**src/logic/status_pkg.sv**
```systemverilog
// Functional notes
// an event bit reaches a summary only while its enable bit is set
// clear-status and reset commands leave every enable mask unchanged
// a false-to-true change records an event when its positive filter is set
// both filters set record every change; both clear record nothing
// clear-status and reset commands leave both transition filters unchanged
// operation word is 16 bits: bit 0 trim, bit 5 trigger wait, bit 14 sequence
// operation bits 8 to 11 summarise loop, off-cause, source and share words
// loop word bits 0, 1, 2 show voltage, current and power regulation
// with no loop bit active the unregulated flag is raised; the code raises it only while no enabled loop event is latched
// off-cause bits 0, 1, 2: protection trip, external lockout, command; may overlap
// trip word bits 0 to 9 hold protection causes; their summary drives off-cause bit 0
// control source word is one-hot except analog voltage and current together
// current sharing never sets a control source bit
// source bits 3, 5, 7 are locked-out forms of bits 2, 4, 6
// share word bit 0 is leader, bit 1 is follower
// reading an event word clears it, clear-status clears all; condition reads do not
// unregulated flag equals the inverse of operation bit 8
// unimplemented bits read zero in condition, event and summary paths
// each summary is the OR of that word's enabled event bits
//
// shared constants and types of the operation status block
// assumes one clock domain and a single-command-per-cycle command port
package status_pkg;

    localparam int REG_W = 16;
    localparam int NUM_REGS = 6;

    // --------------------------------------------------------------
    // register selectors
    // --------------------------------------------------------------
    localparam logic [2:0] SEL_OPER = 3'h0;
    localparam logic [2:0] SEL_LOOP = 3'h1;
    localparam logic [2:0] SEL_OFF = 3'h2;
    localparam logic [2:0] SEL_TRIP = 3'h3;
    localparam logic [2:0] SEL_CTRL = 3'h4;
    localparam logic [2:0] SEL_SHARE = 3'h5;

    // --------------------------------------------------------------
    // field positions
    // --------------------------------------------------------------
    localparam int OPER_TRIM_BIT = 0;
    localparam int OPER_TRIG_BIT = 5;
    localparam int OPER_LOOP_BIT = 8;
    localparam int OPER_OFF_BIT = 9;
    localparam int OPER_CTRL_BIT = 10;
    localparam int OPER_SHARE_BIT = 11;
    localparam int OPER_SEQ_BIT = 14;
    localparam int OFF_TRIP_BIT = 0;
    localparam int OFF_LOCK_BIT = 1;
    localparam int OFF_CMD_BIT = 2;

    // --------------------------------------------------------------
    // implemented-bit masks and reset values
    // --------------------------------------------------------------
    localparam logic [15:0] OPER_MASK = 16'h4f21;
    localparam logic [15:0] LOOP_MASK = 16'h0007;
    localparam logic [15:0] OFF_MASK = 16'h0007;
    localparam logic [15:0] TRIP_MASK = 16'h03ff;
    localparam logic [15:0] CTRL_MASK = 16'h00ff;
    localparam logic [15:0] SHARE_MASK = 16'h0003;
    localparam logic [7:0] CTRL_ANALOG = 8'h03;
    localparam logic [15:0] ENABLE_RESET = 16'h0000;
    localparam logic [15:0] PTR_RESET = 16'hffff;
    localparam logic [15:0] NTR_RESET = 16'h0000;

    typedef enum logic [3:0] {
        OP_NONE = 4'h0,
        OP_RD_COND = 4'h1,
        OP_RD_EVENT = 4'h2,
        OP_RD_ENABLE = 4'h3,
        OP_RD_PTR = 4'h4,
        OP_RD_NTR = 4'h5,
        OP_WR_ENABLE = 4'h6,
        OP_WR_PTR = 4'h7,
        OP_WR_NTR = 4'h8,
        OP_CLEAR = 4'h9,
        OP_RESET = 4'ha
    } cmd_op_type;

    typedef struct packed {
        cmd_op_type op;
        logic [2:0] sel;
        logic [15:0] data;
    } cmd_type;

    typedef struct packed {
        logic trim_mode_active;
        logic waiting_trigger;
        logic sequence_running;
        logic constant_volt_loop;
        logic constant_amp_loop;
        logic constant_watt_loop;
        logic external_lockout;
        logic command_off;
        logic [9:0] trip_causes;
        logic [7:0] control_source;
        logic share_leader;
        logic share_follower;
    } cond_in_type;

    typedef struct packed {
        logic [15:0] prev;
        logic [15:0] events;
        logic [15:0] enable;
        logic [15:0] ptr;
        logic [15:0] ntr;
        logic summary;
    } cell_state_type;

    typedef struct packed {
        logic rsp_valid;
        logic [15:0] rsp_data;
        logic unregulated;
    } top_state_type;

endpackage : status_pkg

```
**src/logic/operation_status.sv**
```systemverilog
// operation status structure with its five sub-words and command port
// assumes condition inputs are synchronous to clk and one command per cycle
module operation_status (
    // clock and reset
    input logic clk,
    input logic rst_b,
    // live conditions from the supply
    input status_pkg::cond_in_type cond_in,
    // command port
    input logic cmd_valid,
    input status_pkg::cmd_type cmd,
    // response
    output logic rsp_valid,
    output logic [15:0] rsp_data,
    // summaries
    output logic oper_summary,
    output logic unregulated
);

    // ----------------------------------------------------------------
    // helpers
    // ----------------------------------------------------------------
    function automatic logic [5:0] sel_onehot(input logic [2:0] sel);
        logic [5:0] hot;
        hot = 6'h00;
        if (sel < 3'h6)
        begin
            hot[sel] = 1'b1;
        end
        return hot;
    endfunction : sel_onehot

    function automatic logic [15:0] impl_mask(input int idx);
        logic [15:0] m;
        m = 16'h0000;
        case (idx)
            0: m = status_pkg::OPER_MASK;
            1: m = status_pkg::LOOP_MASK;
            2: m = status_pkg::OFF_MASK;
            3: m = status_pkg::TRIP_MASK;
            4: m = status_pkg::CTRL_MASK;
            5: m = status_pkg::SHARE_MASK;
            default: m = 16'h0000;
        endcase
        return m;
    endfunction : impl_mask

    // keeps the lowest digital source; analog voltage and current may pair
    function automatic logic [7:0] pick_source(input logic [7:0] raw);
        logic [7:0] digital;
        logic [7:0] lowest;
        digital = raw & ~status_pkg::CTRL_ANALOG;
        lowest = digital & (~digital + 8'h01);
        if (digital != 8'h00)
        begin
            return lowest;
        end
        return raw & status_pkg::CTRL_ANALOG;
    endfunction : pick_source

    // ----------------------------------------------------------------
    // condition assembly
    // ----------------------------------------------------------------
    logic [15:0] cell_cond [status_pkg::NUM_REGS];
    logic [15:0] cell_cq [status_pkg::NUM_REGS];
    logic [15:0] cell_ev [status_pkg::NUM_REGS];
    logic [15:0] cell_en [status_pkg::NUM_REGS];
    logic [15:0] cell_ptr [status_pkg::NUM_REGS];
    logic [15:0] cell_ntr [status_pkg::NUM_REGS];
    logic [5:0] cell_sum;
    logic [5:0] hit;
    logic [15:0] oper_cond;
    logic [15:0] off_cond;

    always_comb
    begin
        oper_cond = 16'h0000;
        oper_cond[status_pkg::OPER_TRIM_BIT] = cond_in.trim_mode_active;
        oper_cond[status_pkg::OPER_TRIG_BIT] = cond_in.waiting_trigger;
        oper_cond[status_pkg::OPER_SEQ_BIT] = cond_in.sequence_running;
        oper_cond[status_pkg::OPER_LOOP_BIT] = cell_sum[status_pkg::SEL_LOOP];
        oper_cond[status_pkg::OPER_OFF_BIT] = cell_sum[status_pkg::SEL_OFF];
        oper_cond[status_pkg::OPER_CTRL_BIT] = cell_sum[status_pkg::SEL_CTRL];
        oper_cond[status_pkg::OPER_SHARE_BIT] = cell_sum[status_pkg::SEL_SHARE];
        off_cond = 16'h0000;
        // several off causes may stand together
        off_cond[status_pkg::OFF_TRIP_BIT] = cell_sum[status_pkg::SEL_TRIP];
        off_cond[status_pkg::OFF_LOCK_BIT] = cond_in.external_lockout;
        off_cond[status_pkg::OFF_CMD_BIT] = cond_in.command_off;
    end

    assign cell_cond[status_pkg::SEL_OPER] = oper_cond;
    assign cell_cond[status_pkg::SEL_LOOP] = {13'h0000, cond_in.constant_watt_loop,
        cond_in.constant_amp_loop, cond_in.constant_volt_loop};
    assign cell_cond[status_pkg::SEL_OFF] = off_cond;
    assign cell_cond[status_pkg::SEL_TRIP] = {6'h00, cond_in.trip_causes};
    // share role is not a control source, so it never feeds this word
    assign cell_cond[status_pkg::SEL_CTRL] = {8'h00, pick_source(cond_in.control_source)};
    assign cell_cond[status_pkg::SEL_SHARE] = {14'h0000, cond_in.share_follower,
        cond_in.share_leader};

    // ----------------------------------------------------------------
    // command decode
    // ----------------------------------------------------------------
    logic do_wr_en;
    logic do_wr_ptr;
    logic do_wr_ntr;
    logic do_rd_ev;
    logic do_clear;

    assign hit = cmd_valid ? sel_onehot(cmd.sel) : 6'h00;
    assign do_wr_en = cmd_valid && (cmd.op == status_pkg::OP_WR_ENABLE);
    assign do_wr_ptr = cmd_valid && (cmd.op == status_pkg::OP_WR_PTR);
    assign do_wr_ntr = cmd_valid && (cmd.op == status_pkg::OP_WR_NTR);
    assign do_rd_ev = cmd_valid && (cmd.op == status_pkg::OP_RD_EVENT);
    // the reset command leaves masks and filters alone, so it only answers
    assign do_clear = cmd_valid && (cmd.op == status_pkg::OP_CLEAR);

    // ----------------------------------------------------------------
    // status words
    // ----------------------------------------------------------------
    genvar gi;
    generate
        for (gi = 0; gi < status_pkg::NUM_REGS; gi++)
        begin : g_cell
            status_cell #(
                .IMPL_MASK(impl_mask(gi))
            ) u_cell (
                .clk(clk),
                .rst_b(rst_b),
                .cond(cell_cond[gi]),
                .wr_enable(do_wr_en && hit[gi]),
                .wr_ptr(do_wr_ptr && hit[gi]),
                .wr_ntr(do_wr_ntr && hit[gi]),
                .wr_data(cmd.data),
                .rd_event(do_rd_ev && hit[gi]),
                .clr_status(do_clear),
                .cond_q(cell_cq[gi]),
                .event_q(cell_ev[gi]),
                .enable_q(cell_en[gi]),
                .ptr_q(cell_ptr[gi]),
                .ntr_q(cell_ntr[gi]),
                .summary(cell_sum[gi])
            );
        end
    endgenerate

    // ----------------------------------------------------------------
    // response and unregulated flag
    // ----------------------------------------------------------------
    status_pkg::top_state_type st;
    status_pkg::top_state_type next_st;

    always_comb
    begin
        next_st = st;
        next_st.rsp_valid = cmd_valid;
        next_st.rsp_data = 16'h0000;
        if (cmd_valid && (cmd.sel < 3'h6))
        begin
            unique case (cmd.op)
                status_pkg::OP_RD_COND: next_st.rsp_data = cell_cq[cmd.sel];
                status_pkg::OP_RD_EVENT: next_st.rsp_data = cell_ev[cmd.sel];
                status_pkg::OP_RD_ENABLE: next_st.rsp_data = cell_en[cmd.sel];
                status_pkg::OP_RD_PTR: next_st.rsp_data = cell_ptr[cmd.sel];
                status_pkg::OP_RD_NTR: next_st.rsp_data = cell_ntr[cmd.sel];
                default: next_st.rsp_data = 16'h0000;
            endcase
        end
        // fed from the loop summary, the same source as operation bit 8, so both
        // flops change on one edge and the flag never disagrees with bit 8
        next_st.unregulated = ~cell_sum[status_pkg::SEL_LOOP];
    end

    always_ff @(posedge clk or negedge rst_b)
    begin
        if (!rst_b)
        begin
            st <= '{rsp_valid: 1'b0, rsp_data: 16'h0000, unregulated: 1'b1};
        end
        else
        begin
            st <= next_st;
        end
    end

    assign rsp_valid = st.rsp_valid;
    assign rsp_data = st.rsp_data;
    assign unregulated = st.unregulated;
    assign oper_summary = cell_sum[status_pkg::SEL_OPER];

    // ----------------------------------------------------------------
    // checks
    // ----------------------------------------------------------------
    a_rsp_timing: assert property (@(posedge clk) disable iff (!rst_b)
        cmd_valid |=> rsp_valid ##1 (rsp_valid == $past(cmd_valid)))
        else $error("response not one cycle after command");
    a_unreg_inverse: assert property (@(posedge clk) disable iff (!rst_b)
        unregulated == !cell_cq[status_pkg::SEL_OPER][status_pkg::OPER_LOOP_BIT])
        else $error("unregulated flag not inverse of loop summary bit");
    a_loop_summary: assert property (@(posedge clk) disable iff (!rst_b)
        cell_cq[status_pkg::SEL_OPER][status_pkg::OPER_LOOP_BIT]
        == $past(cell_sum[status_pkg::SEL_LOOP]))
        else $error("operation bit 8 not loop summary");
    a_trip_summary: assert property (@(posedge clk) disable iff (!rst_b)
        cell_cq[status_pkg::SEL_OFF][status_pkg::OFF_TRIP_BIT]
        == $past(cell_sum[status_pkg::SEL_TRIP]))
        else $error("off bit 0 not trip summary");
    a_source_onehot: assert property (@(posedge clk) disable iff (!rst_b)
        $onehot0(cell_cq[status_pkg::SEL_CTRL][7:2])
        && ((cell_cq[status_pkg::SEL_CTRL][7:2] == 6'h00)
        || (cell_cq[status_pkg::SEL_CTRL][1:0] == 2'h0)))
        else $error("control source word not one-hot");
    a_cond_read_keeps: assert property (@(posedge clk) disable iff (!rst_b)
        (cmd_valid && cmd.op == status_pkg::OP_RD_COND && cmd.sel == status_pkg::SEL_OPER)
        |=> rsp_data == $past(cell_cq[status_pkg::SEL_OPER]))
        else $error("condition read returned wrong data");
    a_enable_write: assert property (@(posedge clk) disable iff (!rst_b)
        (do_wr_en && cmd.sel == status_pkg::SEL_LOOP)
        |=> cell_en[status_pkg::SEL_LOOP] == ($past(cmd.data) & status_pkg::LOOP_MASK))
        else $error("enable write not stored");

    c_event_read: cover property (@(posedge clk) disable iff (!rst_b)
        do_rd_ev && (cell_ev[cmd.sel] != 16'h0000));
    c_clear_status: cover property (@(posedge clk) disable iff (!rst_b)
        do_clear && (cell_ev[status_pkg::SEL_TRIP] != 16'h0000));
    c_oper_summary: cover property (@(posedge clk) disable iff (!rst_b)
        $rose(oper_summary));
    c_regulated: cover property (@(posedge clk) disable iff (!rst_b)
        $fell(unregulated));

endmodule : operation_status

```
**src/logic/status_cell.sv**
```systemverilog
// one status word: condition, filters, event latch, enable mask, summary
// assumes the owner never strobes two commands into it in one cycle
module status_cell #(
    parameter logic [15:0] IMPL_MASK = 16'hffff
) (
    // clock and reset
    input logic clk,
    input logic rst_b,
    // live condition
    input logic [15:0] cond,
    // command strobes
    input logic wr_enable,
    input logic wr_ptr,
    input logic wr_ntr,
    input logic [15:0] wr_data,
    input logic rd_event,
    input logic clr_status,
    // register view
    output logic [15:0] cond_q,
    output logic [15:0] event_q,
    output logic [15:0] enable_q,
    output logic [15:0] ptr_q,
    output logic [15:0] ntr_q,
    output logic summary
);

    status_pkg::cell_state_type st;
    status_pkg::cell_state_type next_st;
    logic [15:0] cond_m;
    logic [15:0] rise;
    logic [15:0] fall;

    // ----------------------------------------------------------------
    // transition detection and event latch
    // ----------------------------------------------------------------
    always_comb
    begin
        next_st = st;
        cond_m = cond & IMPL_MASK;
        rise = cond_m & ~st.prev & st.ptr;
        fall = ~cond_m & st.prev & st.ntr;
        next_st.prev = cond_m;
        // new transitions win over a clear in the same cycle
        next_st.events = ((rd_event || clr_status) ? 16'h0000 : st.events) | rise | fall;
        // clr_status touches neither masks nor filters
        if (wr_enable)
        begin
            next_st.enable = wr_data & IMPL_MASK;
        end
        if (wr_ptr)
        begin
            next_st.ptr = wr_data & IMPL_MASK;
        end
        if (wr_ntr)
        begin
            next_st.ntr = wr_data & IMPL_MASK;
        end
        next_st.summary = |(next_st.events & next_st.enable);
    end

    always_ff @(posedge clk or negedge rst_b)
    begin
        if (!rst_b)
        begin
            st <= '{prev: 16'h0000, events: 16'h0000, enable: status_pkg::ENABLE_RESET,
                    ptr: status_pkg::PTR_RESET & IMPL_MASK, ntr: status_pkg::NTR_RESET,
                    summary: 1'b0};
        end
        else
        begin
            st <= next_st;
        end
    end

    assign cond_q = st.prev;
    assign event_q = st.events;
    assign enable_q = st.enable;
    assign ptr_q = st.ptr;
    assign ntr_q = st.ntr;
    assign summary = st.summary;

    // ----------------------------------------------------------------
    // checks
    // ----------------------------------------------------------------
    a_rise_recorded: assert property (@(posedge clk) disable iff (!rst_b)
        (rise != 16'h0000) |=> ((event_q & $past(rise)) == $past(rise)))
        else $error("enabled rising edge not recorded");
    a_no_filter: assert property (@(posedge clk) disable iff (!rst_b)
        ((event_q & ~$past(event_q) & ~$past(ptr_q | ntr_q)) == 16'h0000))
        else $error("event recorded with both filters clear");
    a_masks_kept: assert property (@(posedge clk) disable iff (!rst_b)
        (clr_status && !wr_enable && !wr_ptr && !wr_ntr)
        |=> $stable(enable_q) && $stable(ptr_q) && $stable(ntr_q))
        else $error("clear changed masks or filters");
    a_clear_events: assert property (@(posedge clk) disable iff (!rst_b)
        (rd_event || clr_status) |=> ((event_q & ~$past(rise | fall)) == 16'h0000))
        else $error("event word not cleared");
    a_summary_gate: assert property (@(posedge clk) disable iff (!rst_b)
        summary == |(event_q & enable_q))
        else $error("summary disagrees with enabled events");
    a_unused_zero: assert property (@(posedge clk) disable iff (!rst_b)
        ((cond_q | event_q) & ~IMPL_MASK) == 16'h0000)
        else $error("unimplemented bit set");

endmodule : status_cell

```
**config.mk**
```make
export PLATFORM = sky130hd
export DESIGN_NAME = operation_status
export DESIGN_NICKNAME = d
export VERILOG_FILES = /design/src/logic/status_pkg.sv /design/src/logic/operation_status.sv /design/src/logic/status_cell.sv
export SDC_FILE = /design/constraint.sdc
export NUM_CORES = 1
export LEC_CHECK = 0
export BUFFER_PORTS_ARGS = -buffer_cell sky130_fd_sc_hd__buf_2
export CAP_MARGIN = 10
export CORE_MARGIN = 8
export CORE_UTILIZATION = 35
export CTS_CLUSTER_DIAMETER = 200
export DETAILED_ROUTE_END_ITERATION = 8
export PLACE_DENSITY_LB_ADDON = 0.1
export SLEW_MARGIN = 10
export SYNTH_ARGS = -nofsm -noshare
export SYNTH_HDL_FRONTEND = slang
export SYNTH_SLANG_ARGS = --single-unit
export TNS_END_PERCENT = 10
```
**constraint.sdc**
```tcl
create_clock -name clk -period 1.6 [get_ports clk]
set_input_delay 0.16 -clock clk [delete_from_list [all_inputs] [get_ports clk]]
set_output_delay 0.16 -clock clk [all_outputs]
set_load 0.03 [all_outputs]
```
* Word level (Yosys, flattened, before mapping)
Cells that the tools add are included.
** Storage, ports and cells
- Register bits :: 315
- Input port bits :: 54
- Output and inout bits :: 19
- Word-level logic and storage cells :: 191
** Operators by class
- Add/sub/neg operators :: 1
- Magnitude comparators :: 4
- Eq/ne operators :: 9
- Mux-type cells :: 36
- Bitwise gates (word level) :: 58
- Reduce and logical (&&, ||, !) cells :: 44
** Operators by type and width (count)
- 16-bit two-way mux :: 23
- 16-bit binary-select mux with 3-bit select :: 5
- 16-bit bitwise OR :: 12
- 16-bit bitwise AND :: 6
- 16-bit by 3-bit bitwise AND with 16-bit output :: 6
- 16-bit OR reduction :: 6
- 16-bit one-hot mux with 5 select lines :: 1
- 3-bit inverter with 16-bit output :: 4
- 16-bit by 10-bit bitwise AND with 16-bit output :: 3
- 16-bit by 15-bit bitwise AND with 16-bit output :: 3
- 16-bit by 2-bit bitwise AND with 16-bit output :: 3
- 16-bit by 8-bit bitwise AND with 16-bit output :: 3
- 3-bit by 16-bit bitwise AND with 16-bit output :: 2
- 10-bit inverter with 16-bit output :: 2
- 15-bit inverter with 16-bit output :: 2
- 2-bit inverter with 16-bit output :: 2
- 8-bit inverter with 16-bit output :: 2
- 1-bit logical AND :: 31
- 10-bit by 16-bit bitwise AND with 16-bit output :: 1
- 15-bit by 16-bit bitwise AND with 16-bit output :: 1
- 2-bit by 16-bit bitwise AND with 16-bit output :: 1
- 8-bit by 16-bit bitwise AND with 16-bit output :: 1
- 4-bit by 3-bit == test with 1-bit output, second input constant :: 4
- 8-bit two-way mux :: 2
- other kinds (17) :: 26

* Logic depth before layout (Yosys ltp)
- Depth after elaboration :: 13
- Mapped depth :: 9
- Mapped depth without buffers :: 6

* Hierarchy
Synthesis repeated with hierarchy kept, for this count alone.
** Unflattened totals
- Cell total of the unflattened synthesis :: 1442
- Area, all modules :: 17345.4 sq um
** By module, submodules not included
- operation_status :: instances 1, cells an instance 479, area an instance 4794.6 sq um, sequential area each 451.7 sq um
- status_cell at g_cell[1].u_cell ... :: instances 2, cells an instance 147, area an instance 1820.5 sq um, sequential area each 1054.8 sq um
- status_cell at g_cell[3].u_cell :: instances 1, cells an instance 184, area an instance 2585.0 sq um, sequential area each 1589.0 sq um
- status_cell at g_cell[4].u_cell :: instances 1, cells an instance 179, area an instance 2384.8 sq um, sequential area each 1436.4 sq um
- status_cell at g_cell[0].u_cell :: instances 1, cells an instance 166, area an instance 2249.7 sq um, sequential area each 1360.1 sq um
- status_cell at g_cell[5].u_cell :: instances 1, cells an instance 140, area an instance 1690.4 sq um, sequential area each 978.4 sq um

* Least setup slack after synthesis
No wires, ideal clock.
- Kind :: input-to-reg
- Start point :: in cmd[19] (netlist name)
- End point :: reg g_cell[3].u_cell.st, in the netlist g_cell[3].u_cell.summary
- Setup time :: 124 ps
- Data arrival time :: 1933 ps
- Required time :: 1476 ps
- Setup slack :: -457 ps
- Stages :: 9
- Buffers on the path :: 3
- Path through :: buf_6 -> or3b_1 -> buf_6 -> nor3_4 -> buf_4 -> mux2_2 -> o21ai_0 -> nand4_1 -> a211o_1
** RTL lines
- from (decl) :: RTL line operation_status.sv:11 : input status_pkg::cmd_type cmd,
- to (signal assigned) :: RTL line status_cell.sv:65 : st <= '{prev: 16'h0000, events: 16'h0000, enable: status_pkg::ENABLE_RESET,
- to (signal assigned) :: RTL line status_cell.sv:71 : st <= next_st;
- to (decl) :: RTL line status_cell.sv:27 : status_pkg::cell_state_type st;

==> key figures <==
Placement
  – DP HPWL: 39.26 mm
  – Placed inst area: 0.01736 mm^2
  – DP Cell Count: 2024
  – Port bufs: 69
  – RePlAce Congestion: 0.8947

Pwr
  – Combinational Power Share: 0.117
  – Internal: 15.78 mW
  – Clock Power Share: 0.455
  – Pwr Total: approximately 21 mW
  – Sequential share of power: 0.428
  – Switching share of power: 0.2516
  – Lkg Pwr: 9.019 nW
  – Cell Pwr Density: around 1100 mW/mm^2
  – P_sw: approximately 5.3 mW
  – Maximum vdd drop: 752.8 uV

Layout
  – Commonest non-fill, non-tap cell in the layout: dfrtp_1
  – Non-filler cells, final: 2124
  – Design Area, Final: ~0.019 mm^2
  – Final core occ: 0.4743
  – Layout cells sized above 1: 0.3825
  – ANT cells: 0
  – Area added between synthesis and finish: 34.56%
  – Nets: 1616
  – Most frequent cells in the layout: dfrtp_1 (281), buf_4 (251), nand2_1 (115)

Die
  – IO Count: between 70 and 80
  – Die width: 218.1 um
  – Row count: 74
  – Die H: about 220 um
  – Starting Density: 0.3525
  – Die area: between 0.04 and 0.05 mm^2
  – Core ar.: a little over 0.04 mm^2

Clocking
  – CTS root buf: clkbuf_16
  – TritonCTS clock tree: yes
  – Worst-path clk slew: 0.06 ns
  – Post-CTS Setup Inserts: 0
  – CTS max path bufs: 3
  – Htree depth: 2
  – Clock sinks: roughly 320
  – Number of CTS-inserted buffers: 38
  – Worst-skew pair later-pin latency: 0.54 ns

Detailed routing
  – Wire length per cell: 24.11 um
  – Residual DRC: 0
  – Met1 Wirelength: 22.81 mm
  – Max Used Layer: met4
  – DRT iter0 DRCs: 925
  – WL final: 51.20 mm
  – Routed Antenna Nets: 0
  – WL met3: 2.333 mm
  – Via count: 11280
  – First drt pass iteration count: 5
  – Routed vias/inst: 5.311
  – Met2 wire len: 24.13 mm

Logic synthesis
  – Syn Inst Count: 1219
  – Number of synthesized flops with an enable pin: 0
  – Top_reg_cell synth: dfrtp_1
  – Syn Nets: between 1000 and 1500
  – Share of async-settable or async-resettable flops after synthesis: 1.000
  – Synth Cell Area: 0.01429 mm^2
  – #FFs+latches synth: between 300 and 400
  – Post-synthesis sequential area ratio: 0.5544
  – Netlist cell types: 66
  – Yosys warnings: 0
  – Syn Area/Cell: 11.73 um^2

STA
  – Fmax: 557.7 MHz
  – Skew final: 0.01515 ns
  – Setup-failing EPs final: 6
  – RSZ-0062 raised after global routing: yes
  – Final-report max-slew violation count: 0
  – Slew @ Worst Pin: 0.5918 ns
  – Worst setup margin: -0.1930 ns
  – Final Hold Viols: 0
  – Fin crit period: 1.793 ns
  – Worst rel slew slack: 0.5999
  – Tcrit/Tclk final: 1.121
  – Setup TNS: -0.4232 ns

Flow run
  – MaxCap Viol Count: 0

Critical path
  – Kind of critical path: register to register
  – Crit path max fanout: 2
  – Slowest stage delay, CP: 0.39 ns
  – CP max stage cell: dfrtp_1
  – CP endpoint kind: register
  – Largest delay contributor family on the critical path: compound AO/OA/AOI/OAI gates
  – Crit path DAT: roughly 2.2 ns
  – WP buf/inv: 0
  – CP required: 2.01 ns
  – CP cell instances: a22oi_2 > nand2_1 > a221oi_2 > nand4_1 > and3b_1 > a221o_1
  – CP Launch Type: register
  – Internal reg-to-reg setup slack: -0.19 ns

Hold path
  – Hold Crit Class: input pin to register

GRT
  – Pin count of the biggest net entering global routing: 55
  – Total GRT Usage: 0.2170
  – Vias in the first global route: between 10000 and 15000
  – Initial antenna violation count: 1
  – GRT Residual Overflow: 0
  – Global-route wire length before repair: 76.95 mm

Run status
  – Failing checks: negative setup slack
  – Status: finished, violations left
cell type report:
type / instances / area [um^2]
Inverter: 12 / 45.04
Clock inverter: 11 / 211.5
Clock buffer: 59 / 1194
Multi-Input combinational cell: 823 / 6216
Tap cell: 532 / 665.6
Sequential cell: 315 / 7925
Timing Repair Buffer: 372 / 2978
Fill cell: 3772 / 21320
metal layers:
| metal | GRT usage | vias to the layer above |
|---|---|---|
| met1 | 0.2977 | 5677 |
| met2 | 0.3514 | 342 |
| met3 | 0.02613 | 86 |
| met4 | 0.07680 | 0 |
| li1 | - | 5176 |
| met5 | 0 | - |
flip-flops by register name (all words and copies together), names as in the netlist:
register / flops
g_cell.u_cell.enable_q: 96
g_cell.u_cell.event_q: 96
g_cell.u_cell.cond_q: 33
g_cell.u_cell.ntr_q: 33
g_cell.u_cell.ptr_q: 33
rsp_data: 16
g_cell.u_cell.summary: 6
rsp_valid: 1
unregulated: 1
per-stage QoR:
stage | setup WS [ns] | hold slack [ns]
3_3_place_gp | -0.6237 | 0.09662
6_report | -0.1930 | 0.01445
2_1_floorplan | -0.3816 | -0.1356
4_1_cts | -0.1456 | 0.002256
5_1_grt | -0.2620 | 0.01447
3_5_place_dp | -0.6609 | 0.08897
cell families after synthesis:
kind of cell           synth area share
and+or+nand+nor                  0.1505
buffers and inverters           0.02459
DFF                              0.5544
AOI/OAI and AO/OA                0.1378
muxes                            0.1328
worst min-delay path, delay by kind of cell:
| kind | cells | cell delay [ns] |
|---|---|---|
| AOI/OAI and AO/OA | 1 | 0.07 |
| buffers and inverters | 1 | 0.18 |
| and+or+nand+nor | 1 | 0.08 |
synth_stat cells (6+ instances only):
| cell | n | share of area |
|---|---|---|
| dfrtp_1 | 281 | 0.49 |
| nand3_1 | 9 | 0.0032 |
| nor2_1 | 35 | 0.0092 |
| mux2_2 | 101 | 0.080 |
| a221o_1 | 7 | 0.0049 |
| nand2_1 | 115 | 0.030 |
| a21boi_0 | 7 | 0.0037 |
| dfstp_2 | 34 | 0.062 |
| a31oi_1 | 6 | 0.0026 |
| o211ai_1 | 26 | 0.014 |
| inv_1 | 11 | 0.0029 |
| nand2b_1 | 6 | 0.0026 |
| mux2i_1 | 49 | 0.034 |
| nand3b_1 | 29 | 0.015 |
| nor2b_1 | 84 | 0.037 |
| and2_1 | 55 | 0.024 |
| o22ai_1 | 31 | 0.014 |
| mux4_2 | 12 | 0.019 |
| a221oi_1 | 12 | 0.0074 |
| or2_2 | 7 | 0.0031 |
| o21ai_0 | 49 | 0.017 |
| a22oi_1 | 53 | 0.028 |
| buf_2 | 19 | 0.0067 |
| a21oi_1 | 37 | 0.013 |
| a222oi_1 | 20 | 0.014 |
| a22o_1 | 6 | 0.0037 |
| clkbuf_1 | 42 | 0.011 |
power groups by stage:
stage / Combinational [mW] / Clock, mW / Sequential (mW)
after global placement: 2.36 / 0 / 9.15
after floorplan: 1.15 / 0 / 8.92
after detailed placement: 2.36 / 0 / 9.16
final: 2.46 / 9.60 / 9.02
after CTS: 2.44 / 9.81 / 9.03
after global routing: 2.66 / 10.2 / 9.07
timing repair:
| action | in CTS | in global routing |
|---|---|---|
| pin swaps | 8 | 11 |
| resized for setup | 13 | 21 |
| hold buffers | 30 | 0 |
| endpoints found under the setup margin | 33 | 29 |
| hold endpoints to repair | 320 | 0 |
worst paths after layout:
| kind | start | to | cells after the start |
|---|---|---|---|
| setup reg to reg | g_cell[5].u_cell.event_q[14] | g_cell[5].u_cell.summary | 6 |
| min in group asynchronous | rst_b | g_cell[5].u_cell.enable_q[13] | 2 |
| hold / removal | cmd[4] | g_cell[3].u_cell.enable_q[4] | 3 |
| hold reg to reg | g_cell[4].u_cell.summary | g_cell[0].u_cell.cond_q[10] | 0 |
| setup / recovery | g_cell[5].u_cell.event_q[14] | g_cell[5].u_cell.summary | 6 |
| max in group asynchronous | rst_b | g_cell[3].u_cell.ptr_q[0] | 3 |
Note: power is estimated with default switching activity, not from simulation.
